### src/spi_wire_pkg.sv
/*
 * constants, pin bundles, configuration and state types for the serial port
 * assumes: one 10 MHz clock, 8-bit characters, pins sampled synchronously
 */
package spi_wire_pkg;

    // ****************************************************************
    // timing and format constants
    // ****************************************************************
    localparam int          CLK_PERIOD_NS = 100;     // clk period in ns
    localparam int          CHAR_BITS     = 8;       // bits in one character
    localparam logic [3:0]  SCALE_MAX     = 4'h8;    // largest legal scale
    localparam logic [1:0]  LANES_DUAL    = 2'h1;    // lane-count code for two lanes
    localparam logic [4:0]  EDGES_SINGLE  = 5'h10;   // sck edges per char, one lane
    localparam logic [4:0]  EDGES_DUAL    = 5'h08;   // sck edges per char, two lanes

    // ****************************************************************
    // bundles
    // ****************************************************************
    // configuration, change only while port_en is low
    typedef struct packed {
        logic       port_en;        // port enable
        logic       master;         // 1 master, 0 slave
        logic       three_wire;     // shared data line mode
        logic [1:0] lane_count;     // 1 selects dual-lane half duplex
        logic       cpol;           // clock idle level
        logic       cpha;           // sample on second edge when set
        logic       tx_fifo_en;     // transmit queue enable
        logic       rx_fifo_en;     // receive queue enable
        logic [3:0] scale;          // base clock divisor exponent
        logic [7:0] sck_high_count; // base clocks sck stays high
        logic [7:0] sck_low_count;  // base clocks sck stays low
    } cfg_t;

    // levels seen at the pins
    typedef struct packed {
        logic sck;                  // serial_clock_pin
        logic lane0;                // bidir_lane_zero / shared_data_line
        logic lane1;                // bidir_lane_one / slave_out_pin
        logic sel0_n;               // select_input_zero, active low
    } pins_in_t;

    // pin drive, an *_oe_n low means the pin is driven
    typedef struct packed {
        logic sck;
        logic sck_oe_n;
        logic lane0;
        logic lane0_oe_n;
        logic lane1;
        logic lane1_oe_n;
        logic sel_n;
        logic sel_oe_n;
    } pins_out_t;

    // master sequencer states
    typedef enum logic [3:0] {
        M_IDLE   = 4'b0001,
        M_SELECT = 4'b0010,
        M_RUN    = 4'b0100,
        M_FINISH = 4'b1000
    } mst_state_t;

    // ****************************************************************
    // shared decodes
    // ****************************************************************
    // two-lane operation
    function automatic logic is_dual(input cfg_t c);
        return c.lane_count == LANES_DUAL;
    endfunction

    // direction is fixed per transfer
    function automatic logic is_half(input cfg_t c);
        return c.three_wire | is_dual(c);
    endfunction

    // sck edges that make up one character
    function automatic logic [4:0] char_edges(input cfg_t c);
        return is_dual(c) ? EDGES_DUAL : EDGES_SINGLE;
    endfunction

endpackage

### src/base_clk_div.sv
/*
 * internal base clock divider: one-cycle tick every 2**scale clocks
 * assumes: scale above the legal range is clamped to the top value
 */
`timescale 1ns/1ps
`default_nettype none

module base_clk_div
    import spi_wire_pkg::*;
(
    // clock and reset
    input  wire logic       clk,
    input  wire logic       sys_rst,
    // control
    input  wire logic       enable,
    input  wire logic [3:0] scale,
    // base clock enable
    output logic            tick
);

    logic [7:0] cnt_reg;    // cycles since last tick
    logic [3:0] scale_eff;  // clamped scale
    logic [8:0] limit;      // divisor minus one

    // ****************************************************************
    // divisor
    // ****************************************************************
    // divide by power
    always_comb begin
        scale_eff = (scale > SCALE_MAX) ? SCALE_MAX : scale;
        limit     = (9'h001 << scale_eff) - 9'h001;
        tick      = enable & ({1'b0, cnt_reg} == limit);
    end

    // counter, held at zero while disabled
    always_ff @(posedge clk) begin
        if (sys_rst || !enable || tick) begin
            cnt_reg <= 8'h00;
        end else begin
            cnt_reg <= cnt_reg + 8'h01;
        end
    end
endmodule // base_clk_div

`default_nettype wire

### src/spi_wire_port.sv
/*
 * serial port wire format and clocking: master and slave shifter, three-wire,
 * dual-lane and four-wire pin control, sck generation
 * assumes: pins are synchronous to clk, pad logic resolves *_oe_n into the wire
 */
`timescale 1ns/1ps
`default_nettype none

module spi_wire_port (
    // clock and reset
    input  wire logic                    clk,
    input  wire logic                    sys_rst,
    // configuration
    input  wire spi_wire_pkg::cfg_t      cfg,
    // software queue side
    input  wire logic                    tx_write,
    input  wire logic [7:0]              tx_data,
    input  wire logic                    rx_read,
    output logic [7:0]                   rx_data,
    output logic                         rx_valid,
    output logic                         busy,
    // pins
    input  wire spi_wire_pkg::pins_in_t  pins_in,
    output var spi_wire_pkg::pins_out_t  pins_out
);
    import spi_wire_pkg::*;

    // ****************************************************************
    // declarations
    // ****************************************************************
    mst_state_t state_reg;      // master sequencer
    logic       base_tick;      // base clock enable
    logic [7:0] half_cnt_reg;   // base clocks left in current sck level
    logic       phase_reg;      // sck away from idle when set
    logic [4:0] edge_cnt_reg;   // sck edges done in this character
    logic [7:0] tx_reg;         // outgoing shifter
    logic [7:0] tx_hold_reg;    // last character written by software
    logic [7:0] rx_reg;         // incoming shifter
    logic       wr_dir_reg;     // current transfer drives data
    logic       sck_prev_reg;   // sck pin one cycle ago
    logic       rx_valid_reg;   // character received pulse
    logic [7:0] rx_data_reg;    // received character
    logic       selected;       // slave addressed
    logic       dir_tx;         // queue enables say write
    logic       dir_rx;         // queue enables say read
    logic       launch;         // master starts a transfer
    logic       launch_wr;      // that transfer writes
    logic       edge_now;       // an sck edge happens this cycle
    logic       sample_now;     // capture data this cycle
    logic       shift_now;      // present next bit this cycle
    logic       last_edge;      // edge that ends the character
    logic [1:0] in_bits;        // data seen on the lanes
    logic       sck_pin;        // master sck level

    // ****************************************************************
    // mode decode
    // ****************************************************************
    // queue direction
    always_comb begin
        dir_tx = cfg.tx_fifo_en & ~cfg.rx_fifo_en;
        dir_rx = cfg.rx_fifo_en & ~cfg.tx_fifo_en;
    end

    assign selected = cfg.port_en & ~cfg.master & ~pins_in.sel0_n;

    always_comb begin
        launch    = 1'b0;
        launch_wr = 1'b1;
        if (cfg.port_en && cfg.master && state_reg == M_IDLE) begin
            if (!is_half(cfg)) begin
                // full duplex, any write starts
                launch = tx_write;
            end else if (tx_write && dir_tx) begin
                launch = 1'b1;
            end else if (rx_read && dir_rx) begin
                launch    = 1'b1;
                launch_wr = 1'b0;
            end
        end
    end

    // ****************************************************************
    // base clock
    // ****************************************************************
    base_clk_div u_div (
        .clk     (clk),
        .sys_rst (sys_rst),
        .enable  (cfg.port_en & cfg.master),
        .scale   (cfg.scale),
        .tick    (base_tick)
    );

    // ****************************************************************
    // edge decode
    // ****************************************************************
    // sck source by role
    always_comb begin
        if (cfg.master) begin
            edge_now = (state_reg == M_RUN) & base_tick & (half_cnt_reg <= 8'h01);
        end else begin
            edge_now = selected & (pins_in.sck != sck_prev_reg);
        end
        sample_now = edge_now & (~edge_cnt_reg[0] ^ cfg.cpha);
        shift_now  = edge_now & ~(~edge_cnt_reg[0] ^ cfg.cpha) & (edge_cnt_reg != 5'h00);
        last_edge  = edge_now & (edge_cnt_reg == char_edges(cfg) - 5'h01);
    end

    always_comb begin
        if (is_dual(cfg)) begin
            in_bits = {pins_in.lane1, pins_in.lane0};
        end else if (cfg.master && !cfg.three_wire) begin
            in_bits = {1'b0, pins_in.lane1};
        end else begin
            in_bits = {1'b0, pins_in.lane0};
        end
    end

    // ****************************************************************
    // master sequencer
    // ****************************************************************
    // select then clock
    always_ff @(posedge clk) begin
        if (sys_rst || !cfg.port_en || !cfg.master) begin
            state_reg <= M_IDLE;
        end else begin
            unique case (state_reg)
                M_IDLE: begin
                    if (launch) begin
                        state_reg <= M_SELECT;
                    end
                end
                M_SELECT: begin
                    if (base_tick) begin
                        state_reg <= M_RUN;
                    end
                end
                M_RUN: begin
                    if (last_edge) begin
                        state_reg <= M_FINISH;
                    end
                end
                M_FINISH: begin
                    if (base_tick) begin
                        state_reg <= M_IDLE;
                    end
                end
            endcase
        end
    end

    // transfer direction latched at launch
    always_ff @(posedge clk) begin
        if (sys_rst) begin
            wr_dir_reg <= 1'b1;
        end else if (launch) begin
            wr_dir_reg <= launch_wr;
        end
    end

    always_ff @(posedge clk) begin
        if (sys_rst || state_reg == M_IDLE) begin
            phase_reg    <= 1'b0;
            half_cnt_reg <= 8'h00;
        end else if (state_reg == M_SELECT && base_tick) begin
            half_cnt_reg <= cfg.cpol ? cfg.sck_high_count : cfg.sck_low_count;
        end else if (edge_now) begin
            phase_reg    <= ~phase_reg;
            half_cnt_reg <= (~phase_reg ^ cfg.cpol) ? cfg.sck_high_count : cfg.sck_low_count;
        end else if (state_reg == M_RUN && base_tick) begin
            half_cnt_reg <= half_cnt_reg - 8'h01;
        end
    end

    assign sck_pin = phase_reg ^ cfg.cpol;

    // ****************************************************************
    // shifters
    // ****************************************************************
    // edge counter, slave wraps per character
    always_ff @(posedge clk) begin
        if (sys_rst || launch || (!cfg.master && !selected)) begin
            edge_cnt_reg <= 5'h00;
        end else if (edge_now) begin
            edge_cnt_reg <= (!cfg.master && last_edge) ? 5'h00 : edge_cnt_reg + 5'h01;
        end
    end

    // software transmit holding
    always_ff @(posedge clk) begin
        if (sys_rst) begin
            tx_hold_reg <= 8'h00;
        end else if (tx_write) begin
            tx_hold_reg <= tx_data;
        end
    end

    always_ff @(posedge clk) begin
        if (sys_rst) begin
            tx_reg <= 8'h00;
        end else if (launch) begin
            tx_reg <= tx_data;
        end else if (!cfg.master && (!selected || last_edge)) begin
            tx_reg <= tx_hold_reg;
        end else if (shift_now) begin
            tx_reg <= is_dual(cfg) ? {tx_reg[5:0], 2'b00} : {tx_reg[6:0], 1'b0};
        end
    end

    always_ff @(posedge clk) begin
        if (sys_rst) begin
            rx_reg <= 8'h00;
        end else if (sample_now) begin
            rx_reg <= is_dual(cfg) ? {rx_reg[5:0], in_bits} : {rx_reg[6:0], in_bits[0]};
        end
    end

    // received character and pulse
    always_ff @(posedge clk) begin
        if (sys_rst) begin
            rx_valid_reg <= 1'b0;
            rx_data_reg  <= 8'h00;
        end else begin
            rx_valid_reg <= 1'b0;
            if (last_edge && (!is_half(cfg) || (cfg.master ? !wr_dir_reg : !dir_tx))) begin
                rx_valid_reg <= 1'b1;
                if (sample_now) begin
                    // last edge samples, take the final bits from the lanes
                    rx_data_reg <= is_dual(cfg) ? {rx_reg[5:0], in_bits} : {rx_reg[6:0], in_bits[0]};
                end else begin
                    // last edge only shifts, the character is already complete
                    rx_data_reg <= rx_reg;
                end
            end
        end
    end

    // slave clock history
    always_ff @(posedge clk) begin
        if (sys_rst) begin
            sck_prev_reg <= 1'b0;
        end else begin
            sck_prev_reg <= pins_in.sck;
        end
    end

    // ****************************************************************
    // pin drive
    // ****************************************************************
    always_comb begin
        pins_out            = '1;
        pins_out.lane0      = is_dual(cfg) ? tx_reg[6] : tx_reg[7];
        pins_out.lane1      = tx_reg[7];
        pins_out.sck        = sck_pin;
        if (cfg.port_en && cfg.master) begin
            pins_out.sck_oe_n = 1'b0;
            pins_out.sel_oe_n = 1'b0;
            pins_out.sel_n    = (state_reg == M_IDLE);
            if (!is_half(cfg)) begin
                pins_out.lane0_oe_n = 1'b0;
            end else if (state_reg != M_IDLE && wr_dir_reg) begin
                pins_out.lane0_oe_n = 1'b0;
                pins_out.lane1_oe_n = ~is_dual(cfg);
            end
        end else if (selected) begin
            if (!is_half(cfg)) begin
                pins_out.lane1_oe_n = 1'b0;
                pins_out.lane1      = tx_reg[7];
            end else if (dir_tx) begin
                pins_out.lane0_oe_n = 1'b0;
                pins_out.lane1_oe_n = ~is_dual(cfg);
            end
        end
    end

    assign rx_data  = rx_data_reg;
    assign rx_valid = rx_valid_reg;
    assign busy     = cfg.master ? (state_reg != M_IDLE) : selected;
endmodule // spi_wire_port

`default_nettype wire

### config.mk
export PLATFORM = sky130hd
export DESIGN_NAME = spi_wire_port
export DESIGN_NICKNAME = d
export VERILOG_FILES = /design/src/spi_wire_pkg.sv /design/src/base_clk_div.sv /design/src/spi_wire_port.sv
export SDC_FILE = /design/constraint.sdc
export NUM_CORES = 1
export LEC_CHECK = 0
export BUFFER_PORTS_ARGS = -buffer_cell sky130_fd_sc_hd__buf_2
export CAP_MARGIN = 20
export CORE_UTILIZATION = 25
export DETAILED_ROUTE_END_ITERATION = 7
export HOLD_SLACK_MARGIN = 0.08
export SLEW_MARGIN = 10
export SYNTH_ARGS = -nofsm -noshare
export SYNTH_HDL_FRONTEND = slang
export SYNTH_SLANG_ARGS = --single-unit
### constraint.sdc
create_clock -name clk -period 3.4 [get_ports clk]
set_input_delay 0.68 -clock clk [delete_from_list [all_inputs] [get_ports clk]]
set_output_delay 0.68 -clock clk [all_outputs]
set_load 0.005 [all_outputs]
==> results of run 1 <==
-- worst max-delay path, stage by stage --
cell and delay, ns:
buf_2 0.10, or4_4 0.53, ha_1 0.24, buf_4 0.15, xor2_1 0.16, xnor2_1 0.21, o311a_2 0.27, nand4b_4 0.18
and2_4 0.22, buf_4 0.16, o31ai_1 0.27, o221a_2 0.24
-- metrics by stage --
| stage | hold slack [ns] | total power, mW |
|---|---|---|
| floorplan | 0.456 | 0.898 |
| global placement | 0.444 | 0.967 |
| detailed placement | 0.443 | 0.973 |
| CTS | 0.464 | 1.96 |
| global route | 0.481 | 2.02 |
| finish | 0.461 | 1.94 |
-- worst min path at each step --
stage | start | endpoint | slack (ns) | cells after the start
floorplan | rx_reg[7] | rx_reg[7] | 0.46 | 2
global placement | rx_data[7] | rx_data[7] | 0.44 | 1
detailed placement | rx_data[6] | rx_data[6] | 0.44 | 1
CTS | rx_data[2] | rx_data[2] | 0.46 | 1
global route | rx_data[1] | rx_data[1] | 0.48 | 1
finish | rx_data[1] | rx_data[1] | 0.46 | 1
-- area by class of cell --
class	instances	area, um^2
fillers	1533	9980
clock buffers	9	225
flip-flops and latches	61	1220
clock inverters	7	98.8
multi-input cells	363	2400
repair buffers	86	503
well taps	184	230
inverters	10	37.5
-- power by group --
| group | internal (mW) | leakage, nW | total, mW | switching [mW] |
|---|---|---|---|---|
| sequential | 0.732 | 0.495 | 0.744 | 0.0121 |
| clock | 0.644 | 0.156 | 0.986 | 0.342 |
| combinational | 0.0968 | 1.34 | 0.214 | 0.118 |
-- per-layer routing --
| metal | wire length (um) | global-route usage (%) | up-vias |
|---|---|---|---|
| met5 | 0 | 0 | - |
| met4 | 99 | 3.73 | 0 |
| met3 | 680 | 3.31 | 11 |
| met2 | 4480 | 21.0 | 119 |
| met1 | 4890 | 17.9 | 1660 |
| li1 | - | - | 1818 |
-- cell families (layout without fill, tap and decap cells) --
group | Yosys count | in the layout | synth area share (%)
adders and majority gates | 6 | 6 | 1.96
and+or+nand+nor | 202 | 202 | 26.5
xor gates and xnor gates | 18 | 18 | 4.32
AOI/OAI and AO/OA | 105 | 105 | 21.7
buffers and inverters | 36 | 112 | 5.14
DFF | 61 | 61 | 31.9
muxes | 32 | 32 | 8.45
-- cell usage in the layout (no fill, tap or decap), types with 9 or more instances in the layout --
master	n
nand2_1	69
buf_2	62
dfxtp_1	61
nor2_1	57
mux2i_1	30
buf_4	23
a21oi_1	14
nand3_1	13
a31oi_1	12
xor2_1	11
inv_1	10
nor2b_1	9
clkbuf_16	9
==> reports/results.tsv, run 1 <==
metric	value	unit
status	finished with violations	
violations	design-rule violations	
ys_types	73	
setup_viol	0	
rsz0062_at_grt	no	
drt-total-wl	10.2	mm
drive_gt1_share	23.7	%
wl_per_cell	14.1	um
timing.rr.start	state_reg[2]	
netlist_area	3820	um^2
cts-buffers-inserted	9	
yosys.area.top_type	dfxtp_1	
worstPathArrival	3.42	ns
grt_pass1_wl	16.9	mm
core-area	14700	um^2
dp_hpwl	7.52	mm
synth-edff-count	0	
nets	582	
finalMaxSlewViolations	0	
hold_path_class	flip-flop to flip-flop	
rr_worst_depth	7	
cts_max_path_buffers	2	
placedInstanceArea	4400	um^2
post_cts_buffers	0	
initial_core_util	26.0	%
critPathCapture	half_cnt_reg[3]	
yosysWarnings	0	
die_h	126	um
fin_crit_sh	92.3	%
max_cap_violations	0	
r2r_slack	0.88	ns
critPathMaxFanout	8	
synth_top_area_share	31.9	%
yosys_most_used_dff	dfxtp_1	
yosysMostFrequentCell	nand2_1	
slew_headroom	39.5	%
ys_seq_elements	61	
start_kind	input pin	
viasPerCell	5.01	
synth.area.top_cells	dfxtp_1 32%, mux2i_1 7.9%, nand2_1 6.8%	
skew	0.00866	ns
startpoint	cfg[16]	
critPathRequiredTime	3.68	ns
die-width	126	um
root_buffer	clkbuf_16	
critPathCaptureType	flip-flop	
design_area	4720	um^2
cts_tree	done	
grt_pass1_vias	3472	
syn_area_per_cell	8.31	um^2
power.density	412	nW/um^2
worst_slew_pin_slew	0.895	ns
grt_antenna_before_repair	0	
synth_common_cells	69 x nand2_1, 61 x dfxtp_1, 57 x nor2_1, 30 x mux2i_1, 14 x a21oi_1	
vias	3608	
die_area	15800	um^2
clk_latency	0.34	ns
postCtsResizedCells	0	
first_iter_violations	261	
drt_pass1_iterations	7	
grt_max_degree	35	
placed_cells	704	
clock_sinks	61	
route.detailed.drc	5	
grt_usage	13.3	%
worstReg2RegEnd	half_cnt_reg[3]	
layout_setup_ws	0.262	ns
gp_congestion	0.889	
synth-seq-area-share	31.9	%
synthCells	460	
p_leak	2.00	nW
area_growth	23.5	%
finalNonFillerCells	720	
io_buffers	62	
synth_nets	511	
antenna_left	0	
hold_buffers	0	
io_pins	63	
post-route-min-period	3.14	ns
critPathKind	input pin to flip-flop	
clkTransAtPathRegs	0.05	ns
fin_setup_tns	0	ns
report.final.hold_viol_count	0	
fmax	319	MHz
row_count	44	
place_ws	-0.0626	ns
final_util	32.1	%
antenna_cells	0	
async_reset_ff_share	0	%
vdd_ir_drop_max	0.265	mV
gr-total-overflow	0	
h-tree-depth	3	
Power figures use the tool's default switching activity.
==> run 2: changes to the inputs <==
==> constraint.sdc (replaced) <==
create_clock -name clk -period 3.2 [get_ports clk]
set_input_delay 0.64 -clock clk [delete_from_list [all_inputs] [get_ports clk]]
set_output_delay 0.64 -clock clk [all_outputs]
set_load 0.05 [all_outputs]
==> reports/results.tsv, run 2 (synthesized netlist as in run 1, its figures left out) <==
metric	value	unit	change
status	finished with violations		
violations	design-rule violations		
worstPathArrival	3.24	ns	-0.18 ns
area_growth	24.0	%	
io_buffers	62		unchanged
slew_headroom	35.4	%	-4.0 points
finalMaxSlewViolations	0		unchanged
antenna_left	0		unchanged
layout_common_cells	69 x nand2_1, 62 x buf_2, 61 x dfxtp_1		
drt-total-wl	10.3	mm	+1.1%
grt_antenna_before_repair	0		unchanged
antenna_cells	0		unchanged
root_buffer	clkbuf_16		
r2r_slack	0.74	ns	-0.14 ns
gr-total-overflow	0		unchanged
layout_commonest_cell	nand2_1		
row_count	44		unchanged
p_leak	1.99	nW	-0.29%
viasPerCell	5.05		+0.71%
drive_gt1_share	24.7	%	+1.0 points
power.density	413	nW/um^2	+0.33%
drt_pass1_iterations	7		unchanged
place_ws	-0.111	ns	-0.0482 ns
fmax	334	MHz	
layout_setup_ws	0.206	ns	-0.0560 ns
report.final.hold_viol_count	0		unchanged
p_total	1.96	mW	+0.75%
critPathCaptureType	flip-flop		
die_area	15800	um^2	unchanged
postCtsResizedCells	0		unchanged
first_iter_violations	274		+5.0%
clock_sinks	61		unchanged
initial_core_util	26.0	%	unchanged
rsz0062_at_grt	no		
vdd_ir_drop_max	0.293	mV	+10%
dp_hpwl	7.62	mm	+1.3%
grt_pass1_wl	16.9	mm	-0.32%
grt_max_degree	35		unchanged
critPathKind	input pin to flip-flop		
skew	0.00875	ns	+0.0000876 ns
nets	588		+1.0%
cts_max_path_buffers	2		unchanged
core-area	14700	um^2	unchanged
clkTransAtPathRegs	0.06	ns	about the same
placed_cells	710		+0.85%
h-tree-depth	3		unchanged
critPathMaxFanout	12		+4
finalNonFillerCells	726		+0.83%
cts_tree	done		
wl_per_cell	14.1	um	+0.29%
cts-buffers-inserted	9		unchanged
setup_viol	0		unchanged
die_h	126	um	unchanged
io_pins	63		unchanged
post-route-min-period	2.99	ns	
final_util	32.3	%	+0.14 points
grt_pass1_vias	3470		-0.058%
start_kind	input pin		
route.detailed.drc	5		unchanged
critPathRequiredTime	3.45	ns	-0.23 ns
fin_crit_sh	93.6	%	
gp_congestion	0.846		-4.9%
clk_latency	0.34	ns	about the same
hold_buffers	0		unchanged
worst_slew_pin_slew	0.955	ns	+0.0597 ns
hold_path_class	flip-flop to flip-flop		
post_cts_buffers	0		unchanged
vias	3664		+1.6%
grt_usage	13.4	%	+0.069 points
die-width	126	um	unchanged
max_cap_violations	0		unchanged
[run 2: changes by cell type in the layout (fill, tap and decap cells not counted), sizes merged]
cell | previous run | this run
clkinv | 3 | 1
clkbuf | 9 | 10
bufinv | 2 | 0
clkinvlp | 1 | 4
buf | 86 | 92
[run 2: critical path, stage by stage]
cell      delay [ns]
buf_2           0.10
or4_4           0.55
ha_4            0.20
or3_1           0.38
a21o_2          0.22
o211ai_4        0.11
nand4b_4        0.18
buf_4           0.19
o211ai_1        0.18
buf_4           0.22
o21bai_1        0.08
a31oi_1         0.18
[run 2: per-layer routing]
metal  wire length (um)  global-route usage [%]  up-vias  part of all wire (%)
li1                   -                       -     1825                     -
met1               4970                    17.3     1734                    48
met2               4700                    21.5       95                    46
met3                480                    3.23       10                   4.7
met4                122                    5.02        0                   1.2
met5                  0                       0        -                     0
[run 2: worst paths after layout]
path                                    from    endpoint  cells after the start
worst max-delay path                 cfg[16]   tx_reg[2]                     12
worst min register to register    rx_data[7]  rx_data[7]                      1
worst min-delay path              rx_data[7]  rx_data[7]                      1
worst max register to register  state_reg[2]   tx_reg[2]                      8
[run 2: power by group]
group	total, mW	internal, mW	switching (mW)
registers	0.790	0.777	0.0130
logic	0.255	0.107	0.148
clock network	0.913	0.548	0.366
total	1.96	1.43	0.527
[run 2: stage by stage]
step | hold WS, ns | area, um^2 | TNS (ns)
3_5_place_dp | 0.442 | 4450 | -1.44
3_3_place_gp | 0.442 | 4450 | -0.545
6_report | 0.459 | 4740 | 0
4_1_cts | 0.463 | 4740 | 0
5_1_grt | 0.469 | 4740 | 0
2_1_floorplan | 0.456 | 3830 | 0
[run 2: area by class of cell]
| cell class | instances | area [um^2] |
|---|---|---|
| clock inverters | 6 | 47.5 |
| repair buffers | 92 | 548 |
| clock buffers | 10 | 239 |
| inverters | 10 | 37.5 |
| multi-input cells | 363 | 2420 |
| flip-flops and latches | 61 | 1220 |
| well taps | 184 | 230 |
| fillers | 1546 | 9960 |
==> run 3: changes to the inputs <==
--- a/config.mk
+++ b/config.mk
@@ -5,10 +5,10 @@
 export SDC_FILE = /design/constraint.sdc
 export NUM_CORES = 1
 export LEC_CHECK = 0
-export BUFFER_PORTS_ARGS = -buffer_cell sky130_fd_sc_hd__buf_2
 export CAP_MARGIN = 20
 export CORE_UTILIZATION = 25
 export DETAILED_ROUTE_END_ITERATION = 7
+export DONT_BUFFER_PORTS = 1
 export HOLD_SLACK_MARGIN = 0.08
 export SLEW_MARGIN = 10
 export SYNTH_ARGS = -nofsm -noshare
==> reports/results.tsv, run 3 (synthesized netlist as in run 1, its figures left out) <==
metric	value	unit	change
fmax	345	MHz	+3.3%
violations	design-rule violations		
hold_ws	0.387	ns	-0.0718 ns
nets	520		-12%
worst_slew_pin_slew	0.840	ns	-0.114 ns
wl_met1	4.65	mm	-6.4%
hold_buffers	0		unchanged
grt_max_degree	35		unchanged
p_int	1.49	mW	+3.8%
drt-total-wl	10.1	mm	-1.5%
power.share.combinational	9.4	%	-3.6 points
power.density	447	nW/um^2	+8.3%
rr_worst_depth	8		unchanged
cts-buffers-inserted	9		unchanged
area_growth	15.4	%	
cts_tree	done		
drt_pass1_iterations	7		unchanged
critPathRequiredTime	3.46	ns	about the same
n_fill_cell	1537		-0.58%
cp_common_cell	buf_4		
initial_core_util	26.0	%	unchanged
io_buffers	0		-100%
report.final.hold_viol_count	0		unchanged
die_h	126	um	unchanged
cp_slowest_stage_delay	0.55	ns	about the same
rsz0062_at_grt	no		
route.detailed.drc	5		unchanged
wl_per_cell	15.4	um	+8.7%
layout_common_cells	69 x nand2_1, 61 x dfxtp_1, 57 x nor2_1		
first_iter_violations	197		-28%
p_sw	0.486	mW	-7.7%
critPathCaptureType	flip-flop		
grt_usage	13.4	%	+0.027 points
root_buffer	clkbuf_16		
skew	0.00539	ns	-0.00336 ns
start_kind	input pin		
vias	3421		-6.6%
gp_congestion	0.872		+3.1%
dp_hpwl	7.58	mm	-0.57%
post-route-min-period	2.90	ns	-0.0959 ns
vdd_ir_drop_max	0.238	mV	-19%
antenna_left	0		unchanged
postCtsResizedCells	0		unchanged
max_cap_violations	0		unchanged
layout_commonest_cell	nand2_1		
hold_path_class	input pin to flip-flop		
wl_met3	843	um	+76%
grt_antenna_before_repair	0		unchanged
p_total	1.97	mW	+0.70%
finalMaxSlewViolations	0		unchanged
cts_max_path_buffers	2		unchanged
core-area	14700	um^2	unchanged
clock_sinks	61		unchanged
drive_gt1_share	13.9	%	-11 points
critPathCapture	rx_data[1]		
slew_headroom	43.3	%	+7.8 points
die_area	15800	um^2	unchanged
startpoint	cfg[16]		
ff_latch_area	1220	um^2	unchanged
gr-total-overflow	0		unchanged
met2_length	4.55	mm	-3.3%
critPathSlowestCell	or4_4		
clkTransAtPathRegs	0.05	ns	about the same
viasPerCell	5.20		+3.0%
row_count	44		unchanged
worstReg2RegEnd	rx_data[1]		
antenna_cells	0		unchanged
io_pins	63		unchanged
setup_viol	0		unchanged
fin_crit_sh	90.6	%	-3.0 points
path_cells	or4_4, ha_4, or3_1, a21oi_1, o211ai_4, nand4b_4, buf_4, nand2_1, a31oi_1, buf_4, o2bb2ai_1		
h-tree-depth	3		unchanged
die-width	126	um	unchanged
worstPathArrival	3.16	ns	-0.08 ns
clk_latency	0.33	ns	about the same
grt_pass1_vias	3426		-1.3%
p_leak	1.72	nW	-14%
pwr-share-seq	40.3	%	about the same
switching_share	24.7	%	-2.2 points
grt_pass1_wl	17.0	mm	+1.0%
r2r_slack	0.73	ns	about the same
multi_input_area	2420	um^2	unchanged
post_cts_buffers	0		unchanged
critPathKind	input pin to flip-flop		
critPathMaxFanout	8		-4
timing.rr.start	state_reg[2]		
clkPwrFrac	50.3	%	+3.7 points
status	finished with violations		
routed.top_layer	met4		
[run 3: how the worst min path moves through the flow]
stage	slack, ns	to	start	cells after the start
after floorplan	0.46	rx_reg[7]	rx_reg[7]	2
after global placement	0.47	rx_reg[7]	rx_reg[7]	2
after CTS	0.36	tx_hold_reg[3]	sys_rst	1
final	0.39	sck_prev_reg	sys_rst	1
after detailed placement	0.49	tx_hold_reg[3]	tx_hold_reg[3]	2
after global routing	0.37	rx_reg[0]	sys_rst	1
[run 3: cell type report]
type	count	share of cell area, %
clock buffers	10	5.42
clock inverters	6	1.62
inverters	10	0.851
multi-input cells	363	54.8
flip-flops and latches	61	27.7
well taps	184	5.22
repair buffers	24	4.37
[run 3: per-layer routing]
metal,up-vias,global-route usage [%]
met5,-,0
met4,0,4.16
met3,8,5.27
met2,93,21.5
met1,1623,16.4
li1,1697,-
[run 3: power groups by stage]
| stage | Combinational (mW) | Clock (mW) | Sequential, mW |
|---|---|---|---|
| 6_report | 0.186 | 0.992 | 0.795 |
| 5_1_grt | 0.207 | 1.05 | 0.797 |
| 4_1_cts | 0.186 | 1.02 | 0.795 |
| 3_5_place_dp | 0.186 | 0 | 0.811 |
| 3_3_place_gp | 0.181 | 0 | 0.810 |
| 2_1_floorplan | 0.175 | 0 | 0.803 |
[run 3: worst max-delay path: cells and delay by family]
| family | cells | cell delay (ns) |
|---|---|---|
| buf+inv | 2 | 0.35 |
| compound gates | 4 | 0.75 |
| fa+ha+maj | 1 | 0.20 |
| simple gates | 4 | 1.23 |
[run 3: stage by stage]
| stage | setup WS [ns] | TNS (ns) | util, % | std cells | instance area (um^2) |
|---|---|---|---|---|---|
| 6_report | 0.302 | 0 | 30.0 | 658 | 4410 |
| 5_1_grt | 0.204 | 0 | 30.0 | 658 | 4410 |
| 4_1_cts | 0.310 | 0 | 30.0 | 658 | 4410 |
| 3_5_place_dp | -0.0137 | -0.0890 | 27.9 | 642 | 4100 |
| 3_3_place_gp | 0.0501 | 0 | 27.9 | 642 | 4100 |
| 2_1_floorplan | 0.0152 | 0 | - | 460 | 3830 |
